**config.mk**
```make
export PLATFORM = sky130hd
export DESIGN_NAME = ipc_ctrl
export DESIGN_NICKNAME = d
export VERILOG_FILES = /design/src/rtl/ipc_pkg.sv /design/src/rtl/ipc_ctrl.sv /design/src/rtl/ipc_wake_pin.sv
export SDC_FILE = /design/constraint.sdc
export NUM_CORES = 1
export LEC_CHECK = 0
export BUFFER_PORTS_ARGS = -buffer_cell sky130_fd_sc_hd__buf_2
export CORE_ASPECT_RATIO = 0.75
export CORE_MARGIN = 3
export CORE_UTILIZATION = 45
export CTS_BUF_LIST = sky130_fd_sc_hd__clkbuf_8 sky130_fd_sc_hd__clkbuf_16
export DETAILED_ROUTE_END_ITERATION = 8
export PLACE_DENSITY = 0.76
export SYNTH_ARGS = -nofsm -noshare
export SYNTH_HDL_FRONTEND = slang
export SYNTH_SLANG_ARGS = --single-unit
export TNS_END_PERCENT = 10
```
**constraint.sdc**
```tcl
create_clock -name sys_clk -period 2.1 [get_ports sys_clk]
set_input_delay 0.105 -clock sys_clk [delete_from_list [all_inputs] [get_ports sys_clk]]
set_output_delay 0.105 -clock sys_clk [all_outputs]
set_load 0.01 [all_outputs]
```
**src/rtl/ipc_pkg.sv**
```systemverilog
// Package for the idle and power-down controller: constants, types, states
// How it works
// - Setting the idle bit lets the current instruction retire, then idle begins.
// - Idle stops the CPU clock; interrupt, timer and serial clocks keep running.
// - Idle keeps all CPU registers, stack pointer, PC and status intact.
// - Port pins hold the levels they had when idle began.
// - Address latch and program fetch strobes sit high during idle.
// - An enabled interrupt in idle clears the idle bit and resumes execution.
// - After the handler returns, code continues after the instruction that slept.
// - Power-down stops the oscillator after the requesting instruction retires.
// - RAM and special registers keep contents throughout power-down.
// - Only reset or an external wake pin ends power-down.
// - Only the two external pins wake, each only when enabled.
// - Pin low restarts the oscillator; pin returning high completes the exit.
// - With both enabled, either low restarts; first release completes the exit.
// - Reset exit reinitialises special registers; pin exit leaves them untouched.
// - Neither exit alters internal RAM.
// - Both bits set: normal power-down exit; vectoring clears both, no idle.
// - Reset clears the power-down bit.
// - Any interrupt or reset clears the idle bit.
package ipc_pkg;

   // Power control register layout, bit 7 down to bit 0
   typedef struct packed {
      logic smod1;
      logic smod0;
      logic rsvd;
      logic pof;
      logic general_flag_one;
      logic general_flag_zero;
      logic powerdown_request_bit;
      logic idle_request_bit;
   } ipc_power_control_reg_t;

   // Status seen by the core and the clock tree
   typedef struct packed {
      logic idle_active;
      logic powerdown_active;
      logic osc_restarting;
   } ipc_stat_t;

   // Reset value 00X1_0000, reserved bit taken as zero
   localparam ipc_power_control_reg_t IPC_POWER_CONTROL_REG_RST = 8'h10;

   // Number of port pins frozen during idle
   localparam int IPC_PORT_W = 32;

   // Oscillator restart settle time in sys_clk cycles (no figure given)
   localparam int IPC_OSC_STABLE_CYC = 1024;
   localparam int IPC_STAB_W         = 16;

   // Reset hold needed to end idle, in oscillator periods
   localparam int IPC_RST_HOLD_OSC = 24;

   typedef enum logic [2:0] {
      IPC_RUN      = 3'b000,
      IPC_IDLE     = 3'b001,
      IPC_PDOWN    = 3'b010,
      IPC_RESTART  = 3'b011,
      IPC_WAIT_REL = 3'b100
   } ipc_state_t;

endpackage

```
**src/rtl/ipc_ctrl.sv**
```systemverilog
// Idle and power-down mode controller for the core clock, strobes and ports
module ipc_ctrl #(
   parameter int PORT_W     = ipc_pkg::IPC_PORT_W,
   parameter int OSC_STABLE = ipc_pkg::IPC_OSC_STABLE_CYC
) (
   // Clock and reset
   input  wire logic               sys_clk,
   input  wire logic               reset,
   // Power control register access from the core
   input  wire logic               power_control_reg_wr,
   input  wire ipc_pkg::ipc_power_control_reg_t power_control_reg_wdata,
   output ipc_pkg::ipc_power_control_reg_t      power_control_reg_rdata,
   // Instruction and interrupt progress
   input  wire logic               instr_retire,
   input  wire logic               irq_active,
   input  wire logic               vector_taken,
   // External wake pins and their enables
   input  wire logic               ext_wake_irq_a_n,
   input  wire logic               ext_wake_irq_b_n,
   input  wire logic               wake_en_a,
   input  wire logic               wake_en_b,
   // Strobes and ports as the core drives them
   input  wire logic               cpu_ale,
   input  wire logic               cpu_fetch_strobe,
   input  wire logic [PORT_W-1:0]  cpu_port_out,
   // Strobes and ports at the pins
   output logic                    ale,
   output logic                    program_fetch_strobe,
   output logic [PORT_W-1:0]       port_out,
   // Clock control
   output logic                    cpu_clk_en,
   output logic                    periph_clk_en,
   output logic                    osc_enable,
   // Wake events and status
   output logic                    wake_irq_a,
   output logic                    wake_irq_b,
   output logic                    sfr_reinit,
   output ipc_pkg::ipc_stat_t      status
);
   import ipc_pkg::*;

   ipc_state_t            state;
   ipc_state_t            next_state;
   ipc_power_control_reg_t             power_control_reg;
   ipc_power_control_reg_t             next_power_control_reg;
   logic                  req_armed;
   logic [IPC_STAB_W-1:0] stab_cnt;
   logic [1:0]            wake_src;
   logic                  low_a;
   logic                  low_b;
   logic                  rel_a;
   logic                  rel_b;

   ipc_wake_pin u_pin_a (
      .sys_clk  (sys_clk),
      .reset    (reset),
      .pin_n    (ext_wake_irq_a_n),
      .enable   (wake_en_a),
      .held_low (low_a),
      .released (rel_a)
   );

   ipc_wake_pin u_pin_b (
      .sys_clk  (sys_clk),
      .reset    (reset),
      .pin_n    (ext_wake_irq_b_n),
      .enable   (wake_en_b),
      .held_low (low_b),
      .released (rel_b)
   );

   // Request decode
   wire wr_req     = power_control_reg_wr & (power_control_reg_wdata.idle_request_bit
                                | power_control_reg_wdata.powerdown_request_bit);
   wire armed_now  = req_armed | wr_req;
   wire pd_wanted  = power_control_reg_wr ? power_control_reg_wdata.powerdown_request_bit : power_control_reg.powerdown_request_bit;
   wire idl_wanted = power_control_reg_wr ? power_control_reg_wdata.idle_request_bit : power_control_reg.idle_request_bit;
   wire enter_go   = (state == IPC_RUN) & instr_retire & armed_now;
   wire enter_pd   = enter_go & pd_wanted;
   wire enter_idle = enter_go & ~pd_wanted & idl_wanted;
   wire any_low    = low_a | low_b;
   wire stab_done  = (stab_cnt == IPC_STAB_W'(OSC_STABLE - 1));
   // Exit once settled at the first release, or if the pin already went back high
   wire pd_exit    = (state == IPC_WAIT_REL) & (rel_a | rel_b | ~any_low);
   // Wakes from idle on any enabled interrupt; power-down ignores these
   wire idle_wake  = (state == IPC_IDLE) & irq_active;
   wire clr_idl    = vector_taken | idle_wake;
   wire clr_pd     = vector_taken;

   // Mode sequencing
   always_comb begin
      next_state = state;
      unique case (state)
         IPC_RUN: begin
            if (enter_pd) begin
               next_state = IPC_PDOWN;
            end else if (enter_idle) begin
               next_state = IPC_IDLE;
            end
         end
         IPC_IDLE: begin
            if (idle_wake) begin
               next_state = IPC_RUN;
            end
         end
         IPC_PDOWN: begin
            if (any_low) begin
               next_state = IPC_RESTART;
            end
         end
         IPC_RESTART: begin
            if (stab_done) begin
               next_state = IPC_WAIT_REL;
            end
         end
         IPC_WAIT_REL: begin
            if (pd_exit) begin
               next_state = IPC_RUN;
            end
         end
         default: begin
            next_state = IPC_RUN;
         end
      endcase
   end

   // Register update: a software write wins over a hardware clear in the same cycle
   always_comb begin
      next_power_control_reg = power_control_reg;
      if (power_control_reg_wr) begin
         next_power_control_reg = power_control_reg_wdata;
         next_power_control_reg.rsvd = 1'b0;
      end else begin
         if (clr_idl) begin
            next_power_control_reg.idle_request_bit = 1'b0;
         end
         if (clr_pd) begin
            next_power_control_reg.powerdown_request_bit = 1'b0;
         end
      end
   end

   // Reset puts every control bit back, power-down bit included
   always_ff @(posedge sys_clk or posedge reset) begin
      if (reset) begin
         state <= IPC_RUN;
         power_control_reg  <= IPC_POWER_CONTROL_REG_RST;
      end else begin
         state <= next_state;
         power_control_reg  <= next_power_control_reg;
      end
   end

   // One entry per write, so bits left set after a wake do not re-enter
   always_ff @(posedge sys_clk or posedge reset) begin
      if (reset) begin
         req_armed <= 1'b0;
      end else begin
         req_armed <= armed_now & ~enter_go;
      end
   end

   // Settle counter runs only while the oscillator restarts
   always_ff @(posedge sys_clk or posedge reset) begin
      if (reset) begin
         stab_cnt <= '0;
      end else if (state == IPC_RESTART) begin
         stab_cnt <= stab_cnt + IPC_STAB_W'(1);
      end else begin
         stab_cnt <= '0;
      end
   end

   // Collect which pins were low, the interrupt logic picks priority
   always_ff @(posedge sys_clk or posedge reset) begin
      if (reset) begin
         wake_src   <= 2'h0;
         wake_irq_a <= 1'b0;
         wake_irq_b <= 1'b0;
      end else begin
         wake_irq_a <= pd_exit & (wake_src[0] | low_a);
         wake_irq_b <= pd_exit & (wake_src[1] | low_b);
         if (state == IPC_PDOWN) begin
            wake_src <= {low_b, low_a};
         end else if (state == IPC_RESTART || state == IPC_WAIT_REL) begin
            wake_src <= wake_src | {low_b, low_a};
         end else begin
            wake_src <= 2'h0;
         end
      end
   end

   // Clock gating from the coming state, so outputs match the state register
   wire nx_run  = (next_state == IPC_RUN);
   wire nx_idle = (next_state == IPC_IDLE);
   wire nx_pd   = (next_state == IPC_PDOWN);

   // CPU holds its registers simply because its clock stops; nothing is cleared
   always_ff @(posedge sys_clk or posedge reset) begin
      if (reset) begin
         cpu_clk_en    <= 1'b1;
         periph_clk_en <= 1'b1;
         osc_enable    <= 1'b1;
      end else begin
         cpu_clk_en    <= nx_run;
         periph_clk_en <= ~nx_pd & (next_state != IPC_RESTART);
         osc_enable    <= ~nx_pd;
      end
   end

   // Ports freeze at the entry value; strobes high in idle, low in power-down
   always_ff @(posedge sys_clk or posedge reset) begin
      if (reset) begin
         port_out             <= '1;
         ale                  <= 1'b1;
         program_fetch_strobe <= 1'b1;
      end else begin
         if (nx_run) begin
            port_out <= cpu_port_out;
         end
         ale                  <= nx_run ? cpu_ale : nx_idle;
         program_fetch_strobe <= nx_run ? cpu_fetch_strobe : nx_idle;
      end
   end

   // Reinit request lasts only while reset is in; a pin exit leaves registers alone
   always_ff @(posedge sys_clk or posedge reset) begin
      if (reset) begin
         sfr_reinit <= 1'b1;
      end else begin
         sfr_reinit <= 1'b0;
      end
   end

   assign power_control_reg_rdata = power_control_reg;
   assign status     = '{idle_active:      (state == IPC_IDLE),
                         powerdown_active: (state == IPC_PDOWN),
                         osc_restarting:   (state == IPC_RESTART)};
endmodule

```
**src/rtl/ipc_wake_pin.sv**
```systemverilog
// One external wake pin: enabled-low level and release pulse
module ipc_wake_pin (
   // Clock and reset
   input  wire logic sys_clk,
   input  wire logic reset,
   // Pin and its interrupt enable
   input  wire logic pin_n,
   input  wire logic enable,
   // Qualified pin state
   output logic      held_low,
   output logic      released
);
   import ipc_pkg::*;

   // Either sensing mode wakes, so the level alone qualifies
   wire low_now = enable & ~pin_n;

   always_ff @(posedge sys_clk or posedge reset) begin
      if (reset) begin
         held_low <= 1'b0;
         released <= 1'b0;
      end else begin
         held_low <= low_now;
         released <= held_low & ~low_now;
      end
   end

endmodule

```
-- Word level (Yosys, flattened, before mapping)
Index checks and enable logic that the tools add are counted.
- register bits: 73
- latch bits: 0
- bits in writable memories: 0
- memory bits (read-only): 0
- memories: 0
- add/subtract/negate cells: 1
- $mul: 0
- divide/modulo/power cells: 0
- order comparisons: 0
- equality and inequality tests: 8
- shifts and indexed selects: 0
- mux-type cells: 17
- bitwise gates (word level): 33
- reductions and logical operators: 5
- operators with widths (operator ; number):
    two-way mux 3 bit ; 6
    adder 16 x 1 -> 16 bit, second input constant ; 1
    bitwise AND 1 bit ; 16
    equality test 16 x 10 -> 1 bit, second input constant ; 1
    two-way mux 16 bit ; 1
    case mux 3 bit (5 select lines) ; 1
    equality test 3 x 2 -> 1 bit, second input constant ; 3
    inverter 1 bit ; 8
    OR 1 bit ; 8
    equality test 3 x 1 -> 1 bit, second input constant ; 2
    logical NOT 3 bit ; 2
    two-way mux 1 bit ; 6
    two-way mux 2 bit ; 3
    nonzero test 2 bit ; 2
    equality test 3 bit, second input constant ; 1
    != test 3 x 2 -> 1 bit, second input constant ; 1
    OR 2 bit ; 1
    logical OR 1 bit ; 1

-- Logic depth before layout (Yosys ltp)
- depth in word-level cells: 12
- depth in mapped cells: 8
- gate-level depth less buffers: 7

-- Cells and area by module
From an unflattened synthesis, not the netlist that was laid out.
- cell total of the unflattened synthesis: 236
- area total of the unflattened synthesis: 3184.3 µm²
- modules (own cells, without submodules) (module ; times used ; cells an instance ; area each (µm²) ; seq. area each (µm²)):
    ipc_ctrl ; 1 ; 226 ; 3031.7 ; 1775.5
    ipc_wake_pin ; 2 ; 5 ; 76.3 ; 50.0

-- Worst setup path before layout
Ideal clock, no wire load.
- path type: register -> register
- start: register stab_cnt[0]
- end: register port_out[0]
- setup time: 0.085 ns
- arrival time: 2.189 ns
- data required time: 2.015 ns
- slack: -0.174 ns
- cell stages (with the launch flop): 8
- path buffers: 1
- period minus slack after synthesis: 2.274 ns
- cell sequence: dfrtp_1 -> ha_1 -> or4bb_1 -> nor4_4 -> nor2_1 -> nor4_4 -> buf_6 -> mux2_1
- word-level cells in the longest chain between the ends: 4
- ends and longest elaborated chain (what ; line ; RTL):
    from (decl) ; ipc_ctrl.sv:47 ; logic [IPC_STAB_W-1:0] stab_cnt;
    from (signal assigned) ; ipc_ctrl.sv:168 ; stab_cnt <= stab_cnt + IPC_STAB_W'(1);
    equality test 16 x 10 -> 1 bit ; ipc_ctrl.sv:82 ; wire stab_done = (stab_cnt == IPC_STAB_W'(OSC_STABLE - 1));
    two-way mux 3 bit ; ipc_ctrl.sv:112 ; if (stab_done) begin
    case mux 3 bit (5 select lines) ; ipc_ctrl.sv:93 ; unique case (state)
    logical NOT 3 bit ; ipc_ctrl.sv:194 ; wire nx_run = (next_state == IPC_RUN);
    to (signal assigned) ; ipc_ctrl.sv:219 ; port_out <= cpu_port_out;
    to (decl) ; ipc_ctrl.sv:29 ; output logic [PORT_W-1:0] port_out,
No other way between the ends.
A chain may end at the register's enable or synchronous reset.

-- Worst setup path after layout
- start: register stab_cnt[0]
- end: register port_out[1]
Same word-level chain as after synthesis.

==> run metrics <==
RSZ-0062 raised after global routing yes; CTS tree built; Slew headroom 65.7%; pwr dens 641 nW/um2; Comb pwr share 7.0%; outcome finished with violations; Psw 628 uW; Tightest Pin Transition 508 ps; number of buffers created by CTS 9; TritonRoute pass-1 iters 5; count of cell types in the netlist 43; Post-Syn Area 3050 um2; worst setup path start stab_cnt[0]; sequential power share 51.2%; clk_skew 11.8 ps; area of the die 7800 um2; Die H 77.3 um; syn avg cell area 13.0 um2; worst r2r path cells 7; initial antenna violation count 0; register area share after synthesis 61.6%; P&R area growth vs syn 43.6%; EDFF count, synth 0; Mapped Cells 234; vias in the first global route 2335; DR WL/cell 14.5 um; layout cells sized above 1 48.1%; Detailed Route Iter0 Violations 68; Overflow after GRT 0; max-slew violation count 0; CP startpoint kind register; internal power 2.18 mW; Total Power 2.80 mW; Final setup viols 32; most frequent cell after synthesis dfstp_2; hpwl dp 4.41 mm; PortBufs 100; Sink Count 73; DRT antenna net count 0; postcts setup bufs 0; global-route wire length before repair 11.5 mm; Tmin final 2230 ps; Non-Filler Instances 480; GRT Util Overall 18.6%; Clock Path Buffers 2; Yosys warnings 0; Sw Ratio 22.4%; Clock H-tree levels 3; CP required 2370 ps; CTS clk-pin slew, worst paths 80 ps; drt drc 0; Vias 2335; critical-path maximum fanout 33; largest net degree at the start of global routing 74; Placed Cells 424; Final WS setup -133 ps; Routed WL 6.95 mm; total core area 6440 um2; fin nets 447; worst skew pair latency 340 ps; die width 101 um; Yosys top cell by area dfstp_2; reg2reg setup slack -130 ps; Final Cycle Share 106%; CTS root buf clkbuf_8; worst hold path class in -> reg; Core Rows 25; main area contributors after synthesis dfstp_2, dfrtp_1, mux2_1; Util after Layout 67.9%; Via density 4.86; CP arrival 2510 ps; Crit. End Element register; clock power share 41.8%; GPL Wtd Cong 0.800; Final Hold Fails 0; most frequent cells after synthesis dfstp_2, dfrtp_1, mux2_1; R2R Path Start stab_cnt[0]; Initial Util 47.3%; Max Cap Viol 0; Crit Reg-Reg Endpoint port_out[1]; CP endpoint port_out[1]; dpl ws -148 ps; failing checks negative setup slack; Yosys reg bits 73; share of the synthesized area in the top cell type 33.6%; Leak 2.14 nW; ANT cells 0; peak supply drop 433 uV; final-layout fill cell count 438; ys async rst share 100%; Critical Setup Path Class reg -> reg; Top FF cell, synth dfstp_2; Top Ports 103; FMAX 0.448 GHz
[state kept, by name, summed over array words and instances, names as in the netlist]
signal	count
periph_clk_en	1
state	3
ale	1
stab_cnt	16
wake_irq_a	1
u_pin_a.released	1
sfr_reinit	1
power_control_reg_rdata	7
u_pin_b.released	1
osc_enable	1
cpu_clk_en	1
port_out	32
wake_src	2
u_pin_a.held_low	1
u_pin_b.held_low	1
program_fetch_strobe	1
wake_irq_b	1
req_armed	1
[power groups by stage]
stage	sequential (mW)	combinational (mW)	clock, mW
floorplan	1.47	0.0494	0
detailed placement	1.46	0.136	0
finish	1.44	0.196	1.17
global route	1.44	0.215	1.29
CTS	1.44	0.193	1.21
global placement	1.46	0.136	0
[logic make-up (layout without fill, tap and decap cells)]
logic type / count (synthesis) / in the layout / share of synthesized area, %
flip-flops: 73 / 73 / 61.6
AND/OR/NAND/NOR: 73 / 73 / 13.1
multiplexers: 37 / 37 / 13.7
AO/OA/AOI/OAI: 21 / 21 / 4.64
buffers and inverters: 15 / 179 / 2.71
XOR/XNOR: 13 / 13 / 3.74
adder cells (fa/ha/maj): 1 / 1 / 0.411
other: 1 / 2 / 0.123
[area by class of cell]
type	count	area, um2	area share [%]
Timing Repair Buffer	156	1050	23.9
Clock buffer	10	149	3.40
Sequential cell	73	1880	42.9
Clock inverter	6	72.6	1.66
Tap cell	81	101	2.32
Inverter	7	26.3	0.601
Multi-Input combinational cell	147	1100	25.3
[worst max-delay path, cell delays in order (launching register included)]
cell     delay, ps
dfrtp_1        360
ha_2           170
or4bb_4        530
nor4_4         200
nor2_2          90
nor4_4         190
buf_12         250
mux2_2         370
[how the worst min path moves through the flow]
stage,start,to,slack (ps),depth (start not counted)
global route,wake_en_a,u_pin_a.held_low,7,2
CTS,power_control_reg_wdata[0],power_control_reg_rdata[0],4,3
detailed placement,reset,power_control_reg_rdata[3],220,3
global placement,reset,power_control_reg_rdata[3],220,3
finish,power_control_reg_wdata[0],power_control_reg_rdata[0],20,3
floorplan,ext_wake_irq_a_n,u_pin_a.held_low,180,1
[layout by cell type (no fill, tap or decap), types with 2 or more instances in the layout]
master / n
a21oi_1: 5
and2_1: 3
and3_1: 3
buf_12: 2
buf_2: 100
buf_4: 14
clkbuf_8: 9
clkinv_4: 2
conb_1: 2
dfrtp_1: 34
dfstp_2: 39
dlygate4sd3_1: 40
inv_1: 5
inv_2: 2
mux2_1: 26
mux2_2: 10
nand2_1: 9
nand2b_1: 4
nand3_1: 8
nand4_1: 2
nor2_1: 25
nor2b_1: 5
nor3_1: 3
nor4_4: 2
o21a_1: 2
o21ai_0: 3
o22ai_1: 2
o32ai_1: 2
or2_2: 2
xnor2_1: 6
xor2_1: 7
[what timing repair did]
item	CTS	global route
endpoints found under the hold margin	72	1
gates resized for setup	0	3
hold buffers	39	1
setup endpoints to repair	32	32
[stage by stage]
| stage | cell area [um2] | hold WS [ps] | setup TNS (ps) |
|---|---|---|---|
| 6_report | 4380 | 20.5 | -3580 |
| 5_1_grt | 4380 | 7.43 | -7760 |
| 2_1_floorplan | 3060 | 182 | -4560 |
| 3_5_place_dp | 3750 | 220 | -4090 |
| 4_1_cts | 4360 | 3.83 | -4250 |
| 3_3_place_gp | 3750 | 216 | -2100 |
[routing by layer]
metal / GRT usage (%) / vias up / wire [um]
li1: - / 1126 / -
met1: 24.9 / 1115 / 3030
met2: 29.3 / 87 / 3190
met3: 7.00 / 7 / 651
met4: 3.45 / 0 / 68
met5: 0 / - / 0
Note: power is estimated with default switching activity, not from simulation.
